File: config.mk
export PLATFORM = sky130hd
export DESIGN_NAME = two_level_irq_aggregator
export DESIGN_NICKNAME = d
export VERILOG_FILES = /design/src/logic/irq_aggregator_pkg.sv /design/src/logic/two_level_irq_aggregator.sv
export SDC_FILE = /design/constraint.sdc
export NUM_CORES = 1
export LEC_CHECK = 0
export ABC_AREA = 1
export BUFFER_PORTS_ARGS = -buffer_cell sky130_fd_sc_hd__buf_2
export CAP_MARGIN = 20
export CORE_UTILIZATION = 40
export DETAILED_ROUTE_END_ITERATION = 7
export MAX_ROUTING_LAYER = met4
export PLACE_DENSITY = 0.71
export SYNTH_ARGS = -nofsm -noshare
export SYNTH_HDL_FRONTEND = slang
export SYNTH_SLANG_ARGS = --single-unit
File: constraint.sdc
create_clock -name pclk -period 2.6 [get_ports pclk]
set_input_delay 0.26 -clock pclk [delete_from_list [all_inputs] [get_ports pclk]]
set_output_delay 0.26 -clock pclk [all_outputs]
set_load 0.05 [all_outputs]
File: src/logic/irq_aggregator_pkg.sv
// constants for the two-level interrupt aggregator
`default_nettype none
package irq_aggregator_pkg;
  // register indices; byte address is four times the index
  localparam logic [7:0] IDX_SYSCTL1 = 8'h03;
  localparam logic [7:0] IDX_HIBCTL = 8'h05;
  localparam logic [7:0] IDX_BLK_STAT = 8'h18;
  localparam logic [7:0] IDX_OC_STAT = 8'h1d;
  localparam logic [7:0] IDX_BLK_MASK = 8'h20;
  localparam logic [7:0] IDX_OC_MASK = 8'h25;
  localparam logic [7:0] ADDR_SYSCTL1 = 8'(IDX_SYSCTL1 * 4);
  localparam logic [7:0] ADDR_HIBCTL = 8'(IDX_HIBCTL * 4);
  localparam logic [7:0] ADDR_BLK_STAT = 8'(IDX_BLK_STAT * 4);
  localparam logic [7:0] ADDR_OC_STAT = 8'(IDX_OC_STAT * 4);
  localparam logic [7:0] ADDR_BLK_MASK = 8'(IDX_BLK_MASK * 4);
  localparam logic [7:0] ADDR_OC_MASK = 8'(IDX_OC_MASK * 4);
  // field positions
  localparam int POL_BIT = 0;
  localparam int HIB_BIT = 3;
  localparam int OC_BLK_BIT = 13;
  localparam int LS_BIT = 15;
  localparam int NUM_BLK = 14;
  // implemented first-level flags (bits 11 and 10 are reserved)
  localparam logic [13:0] BLK_VALID = 14'h33ff;
  // reset values
  localparam logic POL_RST = 1'b0;
  localparam logic HIB_RST = 1'b0;
  localparam logic [13:0] BLK_MASK_RST = 14'h3fff;
  localparam logic LS_MASK_RST = 1'b0;
  localparam logic [15:0] ZERO16 = 16'h0000;
endpackage
`default_nettype wire

File: src/logic/two_level_irq_aggregator.sv
// two-level interrupt aggregator with apb register slave
//
// Operation
// RULE_01 - each second-level flag stays 1 once set until its register is read.
// RULE_02 - reading a second-level register returns the flags and clears them.
// RULE_03 - each first-level flag is the OR of its unmasked second-level flags.
// RULE_04 - at default polarity the request pin is low while any flag is live.
// RULE_05 - a masked second-level flag does not feed its first-level flag.
// RULE_06 - a masked second-level flag still sets and reads back.
// RULE_07 - a masked first-level flag does not assert the request pin.
// RULE_08 - the host reads block status first, then each flagged group.
// RULE_09 - polarity bit 0 of control one: 0 active low, 1 active high.
// RULE_10 - hibernate bit 3, when 1, forces the pin inactive in hibernate.
// RULE_11 - block status holds one flag per block at the listed positions.
// RULE_12 - block status ignores writes and clears each flag on read.
// RULE_13 - block mask bits 13:0 mask when 1 and reset to 1.
// RULE_14 - limit switch flag at bit 15 sets on event rise, clears on read.
// RULE_15 - limit switch mask at bit 15 masks when 1 and resets to 0.
// RULE_16 - an event in the cycle of a clearing read keeps its flag set.
// RULE_17 - the request pin is a flip-flop held inactive during reset.
`default_nettype none
module two_level_irq_aggregator
  import irq_aggregator_pkg::*;
#(
  parameter int ADDR_W = 8
)
(
  // clock and reset
  input wire logic pclk,
  input wire logic presetn,
  // apb slave
  input wire logic psel,
  input wire logic penable,
  input wire logic pwrite,
  input wire logic [ADDR_W-1:0] paddr,
  input wire logic [31:0] pwdata,
  output logic [31:0] prdata,
  output logic pready,
  output logic pslverr,
  // event sources
  input wire logic overcurrent_event,
  input wire logic [13:0] block_event_in,
  input wire logic hibernate_state,
  // request pin
  output logic irq_pin
);

  // the decode compares against 8-bit byte addresses
  if (ADDR_W < 8)
  begin : g_bad_width
    $error("ADDR_W must be at least 8");
  end

  // ****************************************************************
  // state
  // ****************************************************************
  typedef struct packed {
    logic pol;
    logic hib_force;
    logic [13:0] blk_stat;
    logic [13:0] blk_mask;
    logic ls_flag;
    logic ls_mask;
    logic oc_prev;
    logic [15:0] rdata;
    logic err;
    logic irq;
  } state_type;

  state_type s_q;
  state_type s_d;

  logic setup_rd;
  logic setup;
  logic acc;
  logic acc_rd;
  logic acc_wr;
  logic [7:0] a8;
  logic hit;
  logic oc_rise;
  logic [13:0] blk_src;
  logic [13:0] blk_clr;
  logic ls_clr;
  logic req_live;

  // ****************************************************************
  // apb phase decode
  // ****************************************************************
  // zero-wait slave: every access phase completes at once
  assign pready = 1'b1;
  assign prdata = {ZERO16, s_q.rdata};
  assign pslverr = s_q.err;
  assign irq_pin = s_q.irq;

  assign setup = psel & ~penable;
  assign setup_rd = setup & ~pwrite;
  assign acc = psel & penable;
  assign acc_rd = acc & ~pwrite;
  assign acc_wr = acc & pwrite;
  assign a8 = paddr[7:0];
  // upper address bits must be zero for a hit
  assign hit = (paddr[ADDR_W-1:0] == ADDR_W'(a8)) &&
               (a8 == ADDR_SYSCTL1 || a8 == ADDR_HIBCTL ||
                a8 == ADDR_BLK_STAT || a8 == ADDR_OC_STAT ||
                a8 == ADDR_BLK_MASK || a8 == ADDR_OC_MASK);

  // ****************************************************************
  // flag sources and clears
  // ****************************************************************
  // rising edge of the over-current event
  assign oc_rise = overcurrent_event & ~s_q.oc_prev; // RULE_14

  // first-level sources; over-current block fed by its own group
  always_comb
  begin
    blk_src = block_event_in & BLK_VALID; // RULE_11
    blk_src[OC_BLK_BIT] = s_q.ls_flag & ~s_q.ls_mask; // RULE_03 RULE_05
  end

  // a read clears only what it returned, so nothing set after
  // the setup edge is lost before the host has seen it
  assign blk_clr = (acc_rd && a8 == ADDR_BLK_STAT && hit) ?
                   s_q.rdata[13:0] : 14'h0000; // RULE_12
  assign ls_clr = acc_rd && a8 == ADDR_OC_STAT && hit &&
                  s_q.rdata[LS_BIT]; // RULE_02

  // any unmasked first-level flag, unless hibernate forces quiet
  assign req_live = (|(s_q.blk_stat & ~s_q.blk_mask)) & // RULE_07
                    ~(s_q.hib_force & hibernate_state); // RULE_10

  // ****************************************************************
  // next state
  // ****************************************************************
  always_comb
  begin
    s_d = s_q;
    s_d.oc_prev = overcurrent_event;
    // sticky, set wins over the clearing read
    s_d.ls_flag = (s_q.ls_flag & ~ls_clr) | oc_rise; // RULE_01 RULE_06 RULE_16
    s_d.blk_stat = (s_q.blk_stat & ~blk_clr) | blk_src; // RULE_03 RULE_16
    // writes take effect in the access phase
    if (acc_wr && hit)
    begin
      case (a8)
        ADDR_SYSCTL1: s_d.pol = pwdata[POL_BIT]; // RULE_09
        ADDR_HIBCTL: s_d.hib_force = pwdata[HIB_BIT]; // RULE_10
        ADDR_BLK_MASK: s_d.blk_mask = pwdata[13:0]; // RULE_13
        ADDR_OC_MASK: s_d.ls_mask = pwdata[LS_BIT]; // RULE_15
        default: s_d.pol = s_q.pol; // status registers ignore writes
      endcase
    end
    // read data captured in the setup phase
    if (setup_rd)
    begin
      s_d.rdata = ZERO16;
      case (a8)
        ADDR_SYSCTL1: s_d.rdata[POL_BIT] = s_q.pol;
        ADDR_HIBCTL: s_d.rdata[HIB_BIT] = s_q.hib_force;
        ADDR_BLK_STAT: s_d.rdata[13:0] = s_q.blk_stat; // RULE_11
        ADDR_OC_STAT: s_d.rdata[LS_BIT] = s_q.ls_flag; // RULE_06
        ADDR_BLK_MASK: s_d.rdata[13:0] = s_q.blk_mask;
        ADDR_OC_MASK: s_d.rdata[LS_BIT] = s_q.ls_mask;
        default: s_d.rdata = ZERO16;
      endcase
      if (!hit)
      begin
        s_d.rdata = ZERO16;
      end
    end
    if (setup)
    begin
      s_d.err = ~hit;
    end
    // pin level from polarity
    s_d.irq = s_q.pol ? req_live : ~req_live; // RULE_04 RULE_09 RULE_17
  end

  // ****************************************************************
  // registers
  // ****************************************************************
  // pin resets high, the inactive level of the default polarity
  always_ff @(posedge pclk or negedge presetn)
  begin
    if (!presetn)
    begin
      s_q.pol <= POL_RST;
      s_q.hib_force <= HIB_RST;
      s_q.blk_stat <= 14'h0000;
      s_q.blk_mask <= BLK_MASK_RST; // RULE_13
      s_q.ls_flag <= 1'b0;
      s_q.ls_mask <= LS_MASK_RST; // RULE_15
      s_q.oc_prev <= 1'b0;
      s_q.rdata <= ZERO16;
      s_q.err <= 1'b0;
      s_q.irq <= 1'b1; // RULE_17
    end
    else
    begin
      s_q <= s_d;
    end
  end
endmodule
`default_nettype wire

After elaboration in Yosys (flattened, before gate mapping)
Index checks and enable logic that the tools add are counted.

Input port bits: 61. Logic and storage cells: 64. Output and inout port bits: 35. Flip-flop bits (word level): 51.

Eq/ne operators: 6. Multiplexer cells: 8. Bitwise logic cells: 24. Reductions and logical operators: 16.

Operator list (count): $and 14x14->14 (2); $not 14->14 (2); $pmux 10 s2 (1); $eq 8x7->1 const B (2); $eq 8x8->1 const B (2); $mux 16 (1); $mux 14 (1); $or 14x14->14 (1); $reduce_or 14->1 (1); $and 1x1->1 (10); $eq 8x4->1 const B (1); $eq 8x5->1 const B (1); $not 1->1 (8); $reduce_and 2->1 (4); $logic_and 1x1->1 (6); $pmux 1 s3 (2); $logic_or 1x1->1 (5); $pmux 2 s2 (1); $pmux 1 s2 (1); $mux 1 (1); $or 1x1->1 (1).

Longest topological paths before layout
Word-level depth: 11. Mapped depth: 10. Gate-level depth less buffers: 9.

Worst setup path before layout
Ideal clock, no wire load.

Path kind: input to register. From: input port paddr[1]. To: register s_q[39] (netlist bit). Required time: 2.482 ns. Data arrival time: 1.016 ns. Slack: 1.466 ns. Buffers on the path: 1. Setup time: 0.118 ns. Stages: 8. Cells stage by stage: clkinv_1 nand2_4 nor2_8 nand2_4 inv_6 buf_12 nand3_2 a21o_1.

RTL lines: start, declared (RTL line two_level_irq_aggregator.sv:35) `input wire logic [ADDR_W-1:0] paddr,`; end, declared (RTL line two_level_irq_aggregator.sv:70) `state_type s_q;`.

Worst setup path after layout
From: register s_q, in the netlist irq_pin. To: output port irq_pin.

RTL lines: end, declared (RTL line two_level_irq_aggregator.sv:45) `output logic irq_pin`.

No word-level cell between the ends.

==> impl_metrics.py <==
metrics = {
    "critical_path": {
        "reg2reg_slack_ns": 1.39,
        "criticalPathCategory": "flop to output pin",
        "cp_max_fo": 1,
        "r2r_end": "irq_pin$_DFF_PN1_",
        "end_kind": "output pin",
        "worst-r2r-cell-count": 8,
        "max_stage_delay_ns": 0.52,
        "startpoint_type": "flop",
        "arrival_ns": 1.07,
        "path_cells": "buf_2",
        "crit_buf_inv": 1,
        "critical-path-slowest-cell": "dfstp_2",
        "r2r_start": "s_q[28]$_DFFE_PN1P_",
        "critPathTopFamily": "flip-flops",
        "required_ns": 2.34,
    },
    "power": {
        "swShare_pct": 27.62,
        "power_frac_seq_pct": 54.7,
        "peakVddDrop_v": 0.0002174,
        "p_per_area_nw_per_um2": 466.9,
        "power_switching_mw": 0.4013,
        "leakage_nw": 1.661,
        "p_total_mw": 1.453,
        "intPower_mw": 1.052,
        "p_comb_share_pct": 13.2,
        "clockPowerShare_pct": 32.1,
    },
    "clocking": {
        "cts_tree": "done",
        "path_clk_slew_ns": 0.09,
        "ctsRootBufferMaster": "clkbuf_8",
        "numCtsBuffers": 5,
        "clock_latency_ns": 0.30,
        "cts_setup_buffers": 0,
        "ctsLongestPathBuffers": 2,
        "post_cts_resized": 0,
        "cts_htree_levels": 2,
        "cts_sinks": 50,
    },
    "yosys": {
        "synth_edf_count": 0,
        "ys_types": 28,
        "synth-seq-area-share_pct": 44.83,
        "avgSynthCellArea_um2": 8.187,
        "synth_area_leaders": "dfrtp_1 31%, dfstp_2 14%, nand2_1 13%",
        "ys.flop_type": "dfrtp_1",
        "synth_top_area_cell": "dfrtp_1",
        "yosysTopAreaCellShare_pct": 30.92,
        "async_flop_share_pct": 100.0,
        "synth_area_um2": 2833,
        "synthTopCellsByCount": "101 x nand2_1, 35 x dfrtp_1, 33 x buf_4",
        "synth-seq-cells": 50,
        "synthCells": 346,
        "yosys_warnings": 0,
        "yosysMostFrequentCell": "nand2_1",
    },
    "floorplan": {
        "dieArea_um2": 7423,
        "die_w_um": 86.16,
        "die_h_um": 86.16,
        "num_io_pins": 96,
        "rows": 30,
        "start_util_pct": 41.47,
        "core_um2": 6832,
    },
    "global_routing": {
        "grt_pass1_vias": 2087,
        "grt_start_max_net_pins": 47,
        "antenna_found_initial": 0,
        "grt_usage_pct": 17.44,
        "grt_pass1_wl_um": 9660,
        "grt_overflow": 0,
    },
    "placed_design": {
        "placed_cell_area_um2": 2983,
        "gp_congestion": 0.7688,
        "dpl.hpwl_um": 4220,
        "placement.io_buffers": 57,
        "dp.cells": 477,
    },
    "final_layout": {
        "drive_above_1_share_pct": 28.90,
        "regArea_um2": 1270,
        "nFillCells": 689,
        "multi_input_area_um2": 1141,
        "instances_no_fill": 487,
        "antennaDiodeCount": 0,
        "final_nets": 451,
        "fin_util_pct": 45.55,
        "area_delta_synth_final_pct": 9.850,
        "stdcell_area_um2": 3112,
    },
    "timing": {
        "worst_pin_slew_ns": 0.6845,
        "finClkSkew_ns": 0.005162,
        "setup_tns_ns": 0,
        "fin_crit_sh_pct": 51.31,
        "slew_headroom_pct": 54.32,
        "rsz0062_at_grt": "false",
        "timing.fmax_mhz": 749.5,
        "setup_violations": 0,
        "hold_violations": 0,
        "drv_slew": 0,
        "period_needed_ns": 1.334,
    },
    "routing": {
        "wl_per_cell_um": 12.07,
        "num_vias": 2214,
        "antenna_left": 0,
        "dr.pass1.iters": 4,
        "via_per_inst": 4.546,
        "totalWireLength_um": 5877,
        "drc": 0,
        "drtIter0Drc": 97,
    },
    "min_path": {
        "hp-start": "overcurrent_event",
        "min_path_cells": 1,
        "min_to": "s_q[18]$_DFF_PN0_",
        "hp-class": "input port to flop",
    },
    "outcome": {
        "status": "finished clean",
    },
    "flow_run": {
        "drv_cap": 0,
    },
}
cell type report:
type / instances / area share, %
Clock buffer: 7 / 2.774
Clock inverter: 1 / 0.1608
Inverter: 37 / 4.624
Multi-Input combinational cell: 234 / 36.67
Sequential cell: 50 / 40.81
Tap cell: 96 / 3.860
Timing Repair Buffer: 62 / 11.10
worst register-to-register path, delay by kind of cell, from the launching register on:
kind,cells,cell delay [ns]
buf+inv,1,0.06
flops,1,0.53
simple gates,7,0.56
worst max path at each step:
stage / from / endpoint / depth (start not counted)
2_1_floorplan: paddr[1] / s_q[39]$_DFF_PN0_ / 8
3_3_place_gp: psel / prdata[0]$_DFFE_PN0P_ / 9
3_5_place_dp: psel / prdata[1]$_DFFE_PN0P_ / 9
4_1_cts: irq_pin$_DFF_PN1_ / irq_pin / 1
5_1_grt: psel / prdata[1]$_DFFE_PN0P_ / 9
6_report: irq_pin$_DFF_PN1_ / irq_pin / 1
through the flow:
stage | setup WS (ns) | hold slack (ns)
after floorplan | 1.466 | -0.03559
final | 1.266 | 0.07193
after CTS | 1.249 | 0.06487
after global placement | 1.057 | 0.3852
after global routing | 1.222 | 0.05548
after detailed placement | 1.010 | 0.3889
cells in the final DEF, fill, tap and decap left out, types with 2 or more instances in the layout:
master / count
dfstp_2: 15
nor2_1: 29
nand3_2: 7
o21ai_1: 6
inv_2: 5
dfrtp_1: 35
nand2_1: 101
o21ai_2: 6
a21o_1: 11
nor2_4: 4
buf_4: 3
inv_1: 30
nand2_4: 2
nand2_2: 3
clkbuf_8: 6
buf_2: 57
conb_1: 18
a21oi_1: 12
nand3_1: 21
o21ai_0: 10
per-layer routing:
metal	GRT usage (%)	share of wire [%]	routed length, um
met1	21.71	47	2772
met2	28.43	47	2758
met3	4.524	5.1	297
met4	4.091	0.83	49
met5	-	0	0
cells by family after synthesis:
| group | synth area share (%) |
|---|---|
| buffers and inverters | 17.01 |
| AND/OR/NAND/NOR | 27.96 |
| flip-flops | 44.83 |
| AO/OA/AOI/OAI | 9.939 |
| other | 0.2651 |
state kept, by name, indices dropped and copies added, names as in the netlist:
name	flops
prdata	15
irq_pin	1
pslverr	1
s_q	33
repair_timing:
action,4_1_cts,5_1_grt
hold buffers,0,1
setup endpoints to repair,0,0
hold endpoints to repair,0,18
power groups by stage:
stage,Clock [mW],Combinational (mW),Sequential [mW]
global route,0.512,0.209,0.796
global placement,0,0.185,0.809
finish,0.466,0.192,0.794
detailed placement,0,0.188,0.809
floorplan,0,0.136,0.816
CTS,0.484,0.188,0.795
Note: power is estimated with default switching activity, not from simulation.
